<file path="config.mk">
export PLATFORM = sky130hd
export DESIGN_NAME = keypad_host_flat
export DESIGN_NICKNAME = d
export VERILOG_FILES = /design/src/hdl/keypad_spi_pkg.sv /design/src/hdl/keypad_spi_if.sv /design/src/hdl/keypad_host.sv /design/src/flat_wrapper.sv
export VERILOG_INCLUDE_DIRS = /design/src /design/src/hdl
export SDC_FILE = /design/constraint.sdc
export NUM_CORES = 1
export LEC_CHECK = 0
export BUFFER_PORTS_ARGS = -buffer_cell sky130_fd_sc_hd__buf_2
export CAP_MARGIN = 30
export CORE_MARGIN = 2
export CORE_UTILIZATION = 25
export CTS_CLUSTER_DIAMETER = 200
export CTS_CLUSTER_SIZE = 20
export DETAILED_ROUTE_END_ITERATION = 16
export PLACE_DENSITY = 0.5
export SLEW_MARGIN = 0
export SYNTH_ARGS = -nofsm -noshare
export SYNTH_HDL_FRONTEND = slang
export SYNTH_SLANG_ARGS = --single-unit
</file>
<file path="constraint.sdc">
create_clock -name clk -period 5.2 [get_ports clk]
set_clock_uncertainty 0.05 [all_clocks]
set_input_delay 0.78 -clock clk [delete_from_list [all_inputs] [get_ports clk]]
set_output_delay 0.78 -clock clk [all_outputs]
set_load 0.005 [all_outputs]
</file>
<file path="src/hdl/keypad_spi_defines.svh">
`ifndef KEYPAD_SPI_DEFINES_SVH
`define KEYPAD_SPI_DEFINES_SVH
// ***********************************
// packet layout
// ***********************************
`define PKT_BITS 8
`define PKT_CNT_W 3
`define ROW_LSB 0
`define ROW_MSB 3
`define LED_LSB 4
`define LED_MSB 5
`define ROW_COUNT 4
`define COL_COUNT 8
`define ROW_RESET 4'h0
`define LED_RESET 2'h0
`define COL_IDLE 8'hff
// ***********************************
// host timing
// ***********************************
`define SCLK_DIV 5
`define SCLK_DIV_W 3
// ***********************************
// host wishbone map
// ***********************************
`define REG_CTRL 32'h0000_0000
`define REG_STATUS 32'h0000_0004
`define REG_COLS 32'h0000_0008
`define CTRL_START_BIT 8
`define STATUS_BUSY_BIT 0
`define STATUS_DONE_BIT 1
`endif

</file>
<file path="src/hdl/keypad_spi_pkg.sv">
`include "keypad_spi_defines.svh"
package keypad_spi_pkg;
   typedef logic [`PKT_BITS-1:0] pkt_t;
   typedef logic [`ROW_MSB:0] row_t;
   typedef logic [1:0] led_t;
   typedef logic [`COL_COUNT-1:0] col_t;
   typedef enum logic [2:0] {
      H_IDLE = 3'b001,
      H_SHIFT = 3'b010,
      H_DONE = 3'b100
   } host_state_t;
endpackage

</file>
<file path="src/hdl/keypad_spi_if.sv">
`timescale 1ns/1ps
interface keypad_spi_if;
   logic sclk;
   logic selN;
   logic mosi;
   logic miso;
   modport scanner (input sclk, input selN, input mosi, output miso);
   modport master (output sclk, output selN, output mosi, input miso);
endinterface

</file>
<file path="src/hdl/keypad_host.sv">
// Our own choices: the Wishbone slave port and the register addresses.
`timescale 1ns/1ps
`include "keypad_spi_defines.svh"
module keypad_host
   import keypad_spi_pkg::*;
(
   input wire logic clk,
   input wire logic srst,
   keypad_spi_if.master spi,
   input wire logic wb_cyc_i,
   input wire logic wb_stb_i,
   input wire logic wb_we_i,
   input wire logic [31:0] wb_adr_i,
   input wire logic [3:0] wb_sel_i,
   input wire logic [31:0] wb_dat_i,
   output logic [31:0] wb_dat_o,
   output logic wb_ack_o
);
   import keypad_spi_pkg::*;
   // ***********************************
   // state
   // ***********************************
   typedef struct packed {
      host_state_t st;
      pkt_t txByte;
      pkt_t shift;
      col_t cols;
      logic [`PKT_CNT_W:0] bitCnt;
      logic [`SCLK_DIV_W-1:0] div;
      logic sclk;
      logic selN;
      logic mosi;
      logic done;
      logic misoS1;
      logic misoS2;
      logic ack;
      logic [31:0] dat;
   } host_reg_t;
   host_reg_t r, next_r;
   assign spi.sclk = r.sclk;
   assign spi.selN = r.selN;
   assign spi.mosi = r.mosi;
   assign wb_ack_o = r.ack;
   assign wb_dat_o = r.dat;
   always_comb begin
      next_r = r;
      next_r.ack = 1'b0;
      next_r.misoS1 = spi.miso;
      next_r.misoS2 = r.misoS1;
      if (wb_cyc_i && wb_stb_i && !r.ack) begin
         next_r.ack = 1'b1;
         next_r.dat = 32'h0000_0000;
         if (wb_adr_i == `REG_CTRL) begin
            next_r.dat = {24'h00_0000, r.txByte};
            if (wb_we_i && wb_sel_i[0] && r.st == H_IDLE) begin
               next_r.txByte = wb_dat_i[`PKT_BITS-1:0];
               if (wb_sel_i[1] && wb_dat_i[`CTRL_START_BIT]) begin
                  next_r.st = H_SHIFT;
                  next_r.selN = 1'b0;
                  next_r.done = 1'b0;
                  next_r.shift = wb_dat_i[`PKT_BITS-1:0];
                  next_r.mosi = wb_dat_i[`PKT_BITS-1];
                  next_r.bitCnt = '0;
                  next_r.div = '0;
               end
            end
         end else if (wb_adr_i == `REG_STATUS) begin
            next_r.dat[`STATUS_BUSY_BIT] = r.st != H_IDLE;
            next_r.dat[`STATUS_DONE_BIT] = r.done;
         end else if (wb_adr_i == `REG_COLS) begin
            next_r.dat = {24'h00_0000, r.cols};
         end
      end
      case (r.st)
         H_IDLE: begin
         end
         H_SHIFT: begin
            next_r.div = r.div + 1'b1;
            if (r.div == `SCLK_DIV_W'(`SCLK_DIV - 1)) begin
               next_r.div = '0;
               next_r.sclk = !r.sclk;
               if (r.sclk) begin
                  // falling edge: next bit out
                  next_r.shift = {r.shift[`PKT_BITS-2:0], r.misoS2};
                  next_r.mosi = r.shift[`PKT_BITS-2];
                  next_r.bitCnt = r.bitCnt + 1'b1;
                  if (r.bitCnt == (`PKT_CNT_W+1)'(`PKT_BITS - 1)) begin
                     next_r.st = H_DONE;
                  end
               end
            end
         end
         H_DONE: begin
            next_r.selN = 1'b1;
            next_r.cols = r.shift;
            next_r.done = 1'b1;
            next_r.st = H_IDLE;
         end
         default: begin
            next_r.st = H_IDLE;
         end
      endcase
      if (srst) begin
         next_r = '0;
         next_r.st = H_IDLE;
         next_r.selN = 1'b1;
         next_r.txByte = 8'hff;
         next_r.cols = `COL_IDLE;
      end
   end
   always_ff @(posedge clk) begin
      r <= next_r;
   end
endmodule

</file>
<file path="src/flat_wrapper.sv">
// flat-port wrapper written by rule: the top's interface ports become plain ports
module keypad_host_flat import keypad_spi_pkg::*;
  (clk, srst, wb_cyc_i, wb_stb_i, wb_we_i, wb_adr_i, wb_sel_i, wb_dat_i, wb_dat_o, wb_ack_o, spi_sclk, spi_selN, spi_mosi, spi_miso);
  keypad_spi_if spi_i ();
  input wire logic clk;
  input wire logic srst;
  input wire logic wb_cyc_i;
  input wire logic wb_stb_i;
  input wire logic wb_we_i;
  input wire logic [31:0] wb_adr_i;
  input wire logic [3:0] wb_sel_i;
  input wire logic [31:0] wb_dat_i;
  output logic [31:0] wb_dat_o;
  output logic wb_ack_o;
  output wire logic [$bits(spi_i.sclk)-1:0] spi_sclk;
  output wire logic [$bits(spi_i.selN)-1:0] spi_selN;
  output wire logic [$bits(spi_i.mosi)-1:0] spi_mosi;
  input wire logic [$bits(spi_i.miso)-1:0] spi_miso;
  assign spi_sclk = spi_i.sclk;
  assign spi_selN = spi_i.selN;
  assign spi_mosi = spi_i.mosi;
  assign spi_i.miso = spi_miso;
  keypad_host u_core (.clk(clk), .srst(srst), .spi(spi_i), .wb_cyc_i(wb_cyc_i), .wb_stb_i(wb_stb_i), .wb_we_i(wb_we_i), .wb_adr_i(wb_adr_i), .wb_sel_i(wb_sel_i), .wb_dat_i(wb_dat_i), .wb_dat_o(wb_dat_o), .wb_ack_o(wb_ack_o));
endmodule
</file>
[Word-level counts from Yosys, hierarchy flattened]
Cells that the tools add are included.
Storage, ports and cells
  input bits: 74
  output and inout port bits: 36
  logic and storage cells: 78
  flip-flop bits (word level): 73
Operators by class
  muxes and demuxes: 32
  eq/ne operators: 8
  add/subtract/negate cells: 2
  reductions and logical operators: 22
Operators by type and width (count)
  $mux 19: 3
  $mux 8: 7
  $mux 33: 1
  $eq 32x3->1 const B: 1
  $eq 32x4->1 const B: 1
  $logic_not 32->1: 1
  $mux 32: 1
  $mux 7: 4
  $reduce_bool 2->1: 8
  $mux 3: 4
  $reduce_and 4->1: 3
  $mux 2: 5
  $eq 3x3->1 const B: 2
  $mux 6: 1
  $pmux 3 s2: 1
  $logic_and 1x1->1: 5
  $add 4x1->4 const B: 1
  $eq 4x3->1 const B: 1
  $mux 1: 4
  $mux 4: 1
  $add 3x1->3 const B: 1
  $eq 3x1->1 const B: 1
  $eq 3x2->1 const B: 1
  $ne 3x1->1 const B: 1
  other kinds (4): 5

[Longest topological paths before layout]
Gate-level depths: netlist of the first run.
  depth after elaboration: 9
  mapped depth: 8
  depth with buffers taken out: 7

[Worst setup path after synthesis of the first run]
Ideal clock, no wire load.
  path kind: input -> register
  start: in wb_adr_i[8]
  end: reg u_core.r[68] (netlist bit)
  stages: 7
  required time: 5030 ps
  library setup time: 120 ps
  setup slack: 2809 ps
  arrival: 2221 ps
  path buffers: 2
  cell sequence: or4_4 nor3_2 and4b_1 buf_6 buf_12 nor2b_1 a211o_1
On the way
  longest elaborated chain between the ends: 2
RTL lines
  from (decl): line flat_wrapper.sv:10  | input wire logic [31:0] wb_adr_i;
  $logic_not 32->1 (no line)
  $reduce_and 3->1 (no line)
  to (signal assigned): line keypad_host.sv:112  | r <= next_r;
  to (decl): line keypad_host.sv:39  | host_reg_t r, next_r;
No other way between the ends.
A chain may end at the register's enable or synchronous reset.

[Worst setup path after layout of the first run]
  start: in wb_adr_i[8]
  end: reg u_core.r[67] (netlist bit)
The elaborated chain is that of the path after synthesis.

==> impl_metrics.py, run 1 <==
metrics = {
    "clock_tree": {
        "clk_path_buf_depth": 2,
        "htreeDepth": 2,
        "clk_latency_ps": 310,
        "cts-buffers-inserted": 5,
        "cts_setup_buffers": 0,
        "clock-sinks": 49,
        "cts_hold_buf": 0,
        "post_cts_resized": 0,
        "cts_root_buf": "clkbuf_8",
        "clk_pin_slew_ps": 90,
        "cts_tree": "done",
    },
    "synth": {
        "synth_edf_count": 0,
        "ys_warn_count": 0,
        "syn_area_sq_um": 2440,
        "ys_seq_area_share_pct": 40.2,
        "yosysUniqueCellTypes": 43,
        "avgSynthCellArea_sq_um": 9.11,
        "synth_flop_cell": "dfxtp_1",
        "synth_seq_cells": 49,
        "async_flop_share_pct": 0,
        "synthCells": 268,
    },
    "power_and_ir_drop": {
        "sequentialPowerShare_pct": 58.5,
        "power_density_nw_per_um2": 235,
        "clkPwrFrac_pct": 35.0,
        "ir_drop_uv": 100,
        "swShare_pct": 23.8,
        "power_frac_comb_pct": 6.5,
        "internal-power_uw": 490,
        "leakagePower_uw": 0.00110,
        "switching_power_uw": 153,
    },
    "worst_setup_path": {
        "cp-startpoint": "wb_adr_i[8]",
        "cp_max_fo": 16,
        "rr_startpoint": "u_core.r[71]",
        "end_kind": "flop",
        "worstPathRequired_ps": 5350,
        "critical_path_buf_inv_count": 1,
        "cp_cell_sequence": "buf_2 > or4_4 > nor3_2 > and4b_1 > nor2b_1 > a211o_2",
        "cp_top_family": "simple AND/OR/NAND/NOR gates",
        "path_class": "input pin to flop",
        "critPathArrivalTime_ps": 2660,
        "critPathSlowestCell": "and4b_1",
        "start_kind": "input pin",
        "critPathMaxStageDelay_ps": 610,
    },
    "global_routing": {
        "grt_pass1_wl_um": 8720,
        "grt_usage_pct": 10.7,
        "grt_max_degree": 45,
        "grt_overflow_total": 0,
        "antenna_found_initial": 0,
        "grt_pass1_vias": 1819,
    },
    "drt": {
        "route.detailed.drc": 0,
        "detailroute.wirelength.met3_um": 275,
        "detail_route.wl_per_cell_um": 12.0,
        "ant_nets": 0,
        "wl_um": 5350,
        "wl_met1_um": 2470,
        "wl_met2_um": 2520,
        "post_drt_via_cell_ratio": 4.32,
        "drtPass1Iterations": 4,
        "dr_total_vias": 1932,
        "first_iter_violations": 102,
        "highest_layer": "met4",
    },
    "placed_design": {
        "dpl_cell_area_sq_um": 2650,
        "place_inst": 439,
        "place_congestion": 0.738,
        "place_hpwl_um": 3790,
        "place_ws_ps": 2350,
        "io_buffers": 60,
    },
    "final_layout": {
        "utilization_pct": 28.4,
        "layout-drive-gt1-share_pct": 26.8,
        "area.growth.synth_to_final_pct": 12.1,
        "nNetsFinal": 390,
        "final_cells": 447,
        "num_antenna_cells": 0,
        "postLayoutCellArea_sq_um": 2740,
    },
    "floorplanning": {
        "num_rows": 36,
        "die_w_um": 103,
        "ios": 110,
        "die-area_sq_um": 10600,
        "die_h_um": 103,
        "core_sq_um": 9640,
        "initial_core_util_pct": 25.3,
    },
    "sta": {
        "hold_violations": 0,
        "tns_ps": 0,
        "setup_viol": 0,
        "final.min_clock_period_ps": 2510,
        "maxSlewHeadroom_pct": 45.0,
        "slew_violations": 0,
        "tightest_slew_ps": 825,
        "fin_ws_ps": 2690,
        "fin_crit_sh_pct": 48.2,
        "rsz0062_at_grt": "false",
        "fmax_ghz": 0.399,
    },
    "flow_run": {
        "drv_cap": 0,
    },
    "status": {
        "status": "complete, no violations",
    },
    "worst_hold_path": {
        "worstHoldStart": "u_core.r[34]",
        "worstHoldPathType": "flop to flop",
    },
}
[power by group through the flow]
stage                     sequential, uW  clock (uW)  combinational, uW
after CTS                            376         237               42.2
final                                376         225               41.7
after global routing                 376         256               47.3
after global placement               385           0               41.9
after floorplan                      385           0               32.9
after detailed placement             385           0               42.1
[sequential cells by signal, indices dropped and copies added (netlist names)]
name,flops
u_core.r,37
u_core.wb_dat_o,8
u_core.spi.mosi,1
u_core.spi.sclk,1
u_core.spi.selN,1
u_core.wb_ack_o,1
[synth_stat cells, types with 4 or more instances]
cell type,n,share of area [%]
a211o_1,11,3.9
a211o_2,6,2.5
a21oi_1,11,2.3
a311oi_1,7,2.5
buf_4,34,10
buf_6,4,1.8
dfxtp_1,49,40
mux2i_1,7,2.9
nand2_1,28,4.3
nand3_1,8,1.6
nor2_1,17,2.6
nor2b_1,20,5.1
nor4_1,4,1.0
o21ai_0,9,1.8
or3_1,4,1.0
[final cells by class]
cell class,instances,area (sq um)
clock buffers,6,72.6
clock inverters,2,13.8
fillers,1057,6900
inverters,3,11.3
multi-input cells,193,1190
flip-flops and latches,49,981
well taps,133,166
repair buffers,61,308
[placed cells by master (no fill, tap or decap), drive strengths merged]
| cell | n |
|---|---|
| nand4 | 1 |
| o21a | 1 |
| a31oi | 3 |
| nor3b | 3 |
| nand3b | 1 |
| a211o | 17 |
| dfxtp | 49 |
| o21ai | 9 |
| a211oi | 1 |
| and3 | 2 |
| and4 | 3 |
| o31ai | 1 |
| clkbuf | 6 |
| nor3 | 6 |
| clkinv | 1 |
| conb | 24 |
| nor2 | 17 |
| and4b | 1 |
| a21o | 1 |
| inv | 4 |
| ha | 3 |
| or3b | 1 |
| or4 | 3 |
| a22oi | 2 |
| o21bai | 2 |
| buf | 61 |
| mux2i | 7 |
| a311oi | 7 |
| nand2 | 28 |
| or2 | 1 |
| nor2b | 20 |
| a21oi | 11 |
| nand3 | 8 |
| nor4 | 4 |
| or3 | 4 |
| nor4bb | 1 |
[worst paths after layout]
path                       end  slack [ps]  cells after the start
setup / recovery  u_core.r[67]        2690                      6
setup reg to reg  u_core.r[45]        3110                      4
hold / removal    u_core.r[33]         390                      1
hold reg to reg   u_core.r[33]         390                      1
[layer usage]
layer | GRT usage [%] | vias up
li1 | - | 984
met1 | 13.2 | 893
met2 | 18.0 | 45
met3 | 2.98 | 10
met4 | 3.85 | 0
met5 | 0 | -
[per-stage QoR]
| stage | hold WS (ps) | power [uW] |
|---|---|---|
| after floorplan | 364 | 418 |
| after global placement | 368 | 427 |
| after detailed placement | 381 | 427 |
| after CTS | 391 | 656 |
| after global routing | 400 | 679 |
| final | 390 | 643 |
[cell families after synthesis]
logic type               after synthesis  synth area share, %
flip-flops                            49                 40.2
AND/OR/NAND/NOR                      104                 24.0
AO/OA/AOI/OAI                         55                 16.2
multiplexers                           7                 2.87
adder cells (fa/ha/maj)                3                 1.54
buffers and inverters                 49                 15.0
other                                  1                0.154
(Power assumes the default switching activity.)
==> run 2: changes to the inputs <==
Settings changed: ABC_AREA set to 1, PLACE_DENSITY 0.5 to 0.51.
Clock period 5.2 ns to 2 ns, I/O delays scaled along.
==> run 2 against run 1 <==
Clock-buffer cell count fell by 1; area after synthesis up 5.7%; non-clock buffer count is 7 higher; largest power group unchanged.
==> impl_metrics.py, run 2 <==
metrics = {
    "status": {
        "status": "complete, no violations",
    },
    "sta": {
        "fin_ws_ps": 245,
        "fin_crit_sh_pct": 87.7,
        "setup_viol": 0,
        "tns_ps": 0,
        "slew_violations": 0,
        "hold_violations": 0,
        "rsz0062_at_grt": "false",
        "final.min_clock_period_ps": 1750,
        "fin_hold_ws_ps": 149,
        "fmax_ghz": 0.570,
    },
    "synth": {
        "ys_warn_count": 0,
        "avgSynthCellArea_sq_um": 7.23,
        "yosysUniqueCellTypes": 30,
        "synthTopCellsByArea": "dfxtp_1 38%, nand2_1 12%, buf_4 9.6%",
        "synth_top_area_cell": "dfxtp_1",
        "synth_seq_cells": 49,
        "synth_edf_count": 0,
        "synth_flop_cell": "dfxtp_1",
        "ys_seq_area_share_pct": 38.0,
        "synthCells": 357,
        "synth_commonest_cells": "84 x nand2_1, 49 x dfxtp_1, 39 x nor2_1",
        "async_flop_share_pct": 0,
        "synth_most_common_cell": "nand2_1",
        "syn_area_sq_um": 2580,
        "synth.top_cell.area_share_pct": 38.0,
    },
    "worst_setup_path": {
        "end_kind": "flop",
        "path_class": "flop to flop",
        "critPathArrivalTime_ps": 1910,
        "cp_max_fo": 16,
        "start_kind": "flop",
        "worstPathRequired_ps": 2160,
    },
    "clock_tree": {
        "cts_tree": "done",
        "clk_path_buf_depth": 2,
        "cts-buffers-inserted": 5,
        "post_cts_resized": 0,
        "clock-sinks": 49,
        "clk_pin_slew_ps": 90,
        "htreeDepth": 2,
        "cts_hold_buf": 0,
        "clk_latency_ps": 300,
        "cts_setup_buffers": 0,
        "cts_root_buf": "clkbuf_8",
    },
    "floorplanning": {
        "initial_core_util_pct": 25.4,
        "die_h_um": 106,
        "die-area_sq_um": 11200,
        "core_sq_um": 10200,
        "num_rows": 37,
        "die_w_um": 106,
        "ios": 110,
    },
    "final_layout": {
        "utilization_pct": 29.4,
        "largest_reg_flops": 37,
        "fill_cells": 1125,
        "num_antenna_cells": 0,
        "area.growth.synth_to_final_pct": 15.8,
        "multiInputGateArea_sq_um": 1240,
        "nNetsFinal": 488,
        "ff_latch_area_sq_um": 981,
        "layout-drive-gt1-share_pct": 22.8,
        "top_register": "u_core.r",
        "final_common_cell": "nand2_1",
        "final_cell_mix": "84 x nand2_1, 60 x buf_2, 49 x dfxtp_1, 39 x nor2_1, 34 x inv_1",
    },
    "global_routing": {
        "antenna_found_initial": 0,
        "grt_overflow_total": 0,
        "grt_pass1_vias": 2047,
        "grt_max_degree": 33,
        "grt_pass1_wl_um": 9450,
        "grt_usage_pct": 10.3,
    },
    "drt": {
        "wl_um": 5690,
        "ant_nets": 0,
        "detail_route.wl_per_cell_um": 10.4,
        "first_iter_violations": 115,
        "post_drt_via_cell_ratio": 4.23,
        "drtPass1Iterations": 4,
        "dr_total_vias": 2317,
        "route.detailed.drc": 0,
    },
    "placed_design": {
        "io_buffers": 60,
        "place_congestion": 0.783,
        "place_hpwl_um": 4240,
        "place_ws_ps": 161,
    },
    "power_and_ir_drop": {
        "power_density_nw_per_um2": 563,
        "p_total_uw": 1680,
        "leakagePower_uw": 0.00152,
        "ir_drop_uv": 309,
    },
    "flow_run": {
        "drv_cap": 0,
    },
    "worst_hold_path": {
        "worstHoldPathType": "input pin to flop",
    },
}
run 2: cell count changes in the layout (fill, tap and decap cells not counted), sizes merged, moves of 7 or more:
cell,change
nand3,+20
a311oi,-7
a211o,-17
nor2b,-20
o21ai,+7
o211ai,+14
nor2,+29
nand2,+58
mux2i,-7
buf,+7
inv,+32
run 2: cells by family (layout without fill, tap and decap cells):
family	after synthesis	count (layout)	share of synthesized area [%]
compound gates	45	45	10.3
xor+xnor	2	2	0.678
fa+ha+maj	3	3	1.45
buf+inv	80	112	17.2
flops	49	49	38.0
other cells	1	24	0.145
simple gates	177	177	32.3
run 2: metrics by stage:
stage	cells	cell area [sq um]
6_report	548	2990
5_1_grt	548	2990
3_3_place_gp	540	2900
4_1_cts	548	2990
3_5_place_dp	540	2900
2_1_floorplan	380	2670
run 2: cell type report:
type | count | share of cell area (%)
multi-input cells | 251 | 41.6
flip-flops and latches | 49 | 32.8
repair buffers | 68 | 12.5
well taps | 136 | 5.69
inverters | 36 | 4.52
clock buffers | 5 | 2.30
clock inverters | 3 | 0.586
run 2: metal layers:
| metal | global-route usage, % | routed length, um |
|---|---|---|
| met1 | 13.2 | 2520 |
| met2 | 17.0 | 2590 |
| met3 | 2.72 | 496 |
| met4 | 3.38 | 71 |
| met5 | 0 | 0 |
run 2: worst paths after layout:
check | from | endpoint | slack (ps) | cells past startpoint
worst max register to register | u_core.r[39] | u_core.spi.mosi | 250 | 10
worst max-delay path | u_core.r[39] | u_core.spi.mosi | 250 | 10
worst min-delay path | spi_miso | u_core.r[34] | 150 | 3
worst min register to register | u_core.r[34] | u_core.r[33] | 360 | 2
run 2: worst max-delay path: stages (launching register included):
cell and delay [ps]:
dfxtp_1 320, inv_1 90, ha_1 140, nand2_1 110, nor2_1 180, nand2_1 230
buf_4 270, nor2_1 110, nor2_1 60, nand2_1 70, inv_1 30
run 2: power breakdown:
group | internal (uW) | switching (uW)
Clock | 242 | 335
Combinational | 52.4 | 75.7
Sequential | 977 | 1.13
Total | 1270 | 412
==> run 3: changes to the inputs <==
Settings changed: PLACE_DENSITY 0.51 to 0.46, SLEW_MARGIN 0 to not set.
==> run 3 against run 2 <==
Sequential cell count did not move; worst setup slack got worse by 38 ps; critical endpoint unchanged; die area stayed put; maximum frequency is 2.1% lower; sequential share of layout area down 0.65 points; clock-buffer cell count unchanged; wire length grew 2.2%; critical path depth did not move; global-route usage about the same; via count fell by 2.7%; largest power group unchanged; register-to-register slack got worse by 40 ps; utilization grew 0.59 points.
==> impl_metrics.py, run 3 (same netlist as run 2, synthesis figures left out) <==
metrics = {
    "power_and_ir_drop": {
        "clkPwrFrac_pct": 43.0,
        "sequentialPowerShare_pct": 50.3,
        "power_density_nw_per_um2": 638,
        "switching_power_uw": 419,
        "swShare_pct": 21.5,
        "p_total_uw": 1950,
        "power_frac_comb_pct": 6.7,
        "ir_drop_uv": 234,
        "leakagePower_uw": 0.00155,
        "internal-power_uw": 1530,
    },
    "drt": {
        "drtPass1Iterations": 4,
        "ant_nets": 0,
        "route.detailed.drc": 0,
        "wl_um": 5810,
        "post_drt_via_cell_ratio": 4.11,
        "dr_total_vias": 2254,
        "first_iter_violations": 126,
        "detail_route.wl_per_cell_um": 10.6,
    },
    "sta": {
        "fmax_ghz": 0.558,
        "final.min_clock_period_ps": 1790,
        "hold_violations": 0,
        "fin_hold_ws_ps": 152,
        "rsz0062_at_grt": "false",
        "setup_viol": 0,
        "slew_violations": 0,
        "fin_crit_sh_pct": 89.6,
        "tns_ps": 0,
    },
    "floorplanning": {
        "die-area_sq_um": 11200,
        "core_sq_um": 10200,
        "die_w_um": 106,
        "die_h_um": 106,
        "ios": 110,
        "num_rows": 37,
        "initial_core_util_pct": 25.4,
    },
    "final_layout": {
        "postLayoutCellArea_sq_um": 3050,
        "ff_latch_area_sq_um": 981,
        "fill_cells": 1136,
        "final_common_cell": "nand2_1",
        "multiInputGateArea_sq_um": 1240,
        "num_antenna_cells": 0,
        "area.growth.synth_to_final_pct": 18.1,
        "top_register": "u_core.r",
        "final_cell_mix": "84 x nand2_1, 60 x buf_2, 49 x dfxtp_1, 39 x nor2_1, 34 x inv_1",
        "layout-drive-gt1-share_pct": 22.8,
        "nNetsFinal": 488,
        "final_cells": 548,
        "largest_reg_flops": 37,
    },
    "clock_tree": {
        "clock-sinks": 49,
        "post_cts_resized": 0,
        "clk_path_buf_depth": 2,
        "clk_latency_ps": 300,
        "cts_root_buf": "clkbuf_8",
        "htreeDepth": 2,
        "cts_hold_buf": 0,
        "cts-buffers-inserted": 5,
        "cts_setup_buffers": 0,
        "cts_tree": "done",
        "clk_pin_slew_ps": 90,
    },
    "global_routing": {
        "grt_pass1_vias": 2077,
        "grt_max_degree": 21,
        "grt_pass1_wl_um": 9430,
        "antenna_found_initial": 0,
        "grt_overflow_total": 0,
        "grt_usage_pct": 10.3,
    },
    "worst_hold_path": {
        "worstHoldPathType": "input pin to flop",
        "hold_path_depth": 3,
    },
    "status": {
        "status": "complete, no violations",
    },
    "worst_setup_path": {
        "end_kind": "flop",
        "path_class": "flop to flop",
        "cp_top_family": "simple AND/OR/NAND/NOR gates",
        "start_kind": "flop",
        "critical_path_buf_inv_count": 3,
        "critPathSlowestCell": "dfxtp_1",
        "worstPathRequired_ps": 2160,
        "ff2ff_path_depth": 10,
        "cp_max_fo": 17,
        "cp_cell_sequence": "inv_1 > ha_1 > nand2_1 > nor2_1 > nand2_1 > buf_12 > nor2_1 > nor2_1 > nand2_1 > inv_1",
        "cp.depth": 10,
        "critPathArrivalTime_ps": 1950,
        "critPathMaxStageDelay_ps": 330,
    },
    "placed_design": {
        "place_inst": 540,
        "place_hpwl_um": 4390,
        "dpl_cell_area_sq_um": 2920,
        "place_congestion": 0.744,
        "io_buffers": 60,
    },
    "flow_run": {
        "drv_cap": 0,
    },
}
## run 3: cell count changes in the layout (fill, tap and decap cells not counted), sizes merged
cell,previous run,this run
bufinv,0,2
clkinvlp,1,0
clkinv,2,1
## run 3: per-layer routing
metal	part of all wire, %	track usage [%]	vias to the layer above
li1	-	-	1193
met1	47	12.6	991
met2	46	18.2	65
met3	5.9	1.98	5
met4	1.5	3.48	0
met5	0	0	-
## run 3: final timing paths
check / endpoint / slack [ps] / startpoint
setup / recovery: u_core.spi.mosi / 210 / u_core.r[39]
hold / removal: u_core.r[34] / 150 / spi_miso
setup reg to reg: u_core.spi.mosi / 210 / u_core.r[39]
hold reg to reg: u_core.r[33] / 360 / u_core.r[34]
## run 3: final cells by class
type,count,area share [%]
Clock buffer,5,2.26
Clock inverter,3,2.13
Inverter,36,4.43
Multi-Input combinational cell,251,40.8
Sequential cell,49,32.2
Tap cell,136,5.58
Timing Repair Buffer,68,12.6
## run 3: metrics by stage
step,utilization [%],setup WS [ps]
after floorplan,-,512
after global placement,28.6,199
after detailed placement,28.6,165
after CTS,30.0,195
after global routing,30.0,66.2
final,30.0,207
## run 3: worst min-delay path, delay by kind of cell
family	cells	cell delay, ps
buffers and inverters	2	130
and+or+nand+nor	1	30
## run 3: power by group through the flow
stage | clock network (uW) | registers [uW] | logic [uW]
final | 837 | 978 | 130
after global routing | 902 | 979 | 147
after CTS | 860 | 979 | 131
after detailed placement | 0 | 1000 | 131
after global placement | 0 | 1000 | 130
after floorplan | 0 | 1000 | 97.4
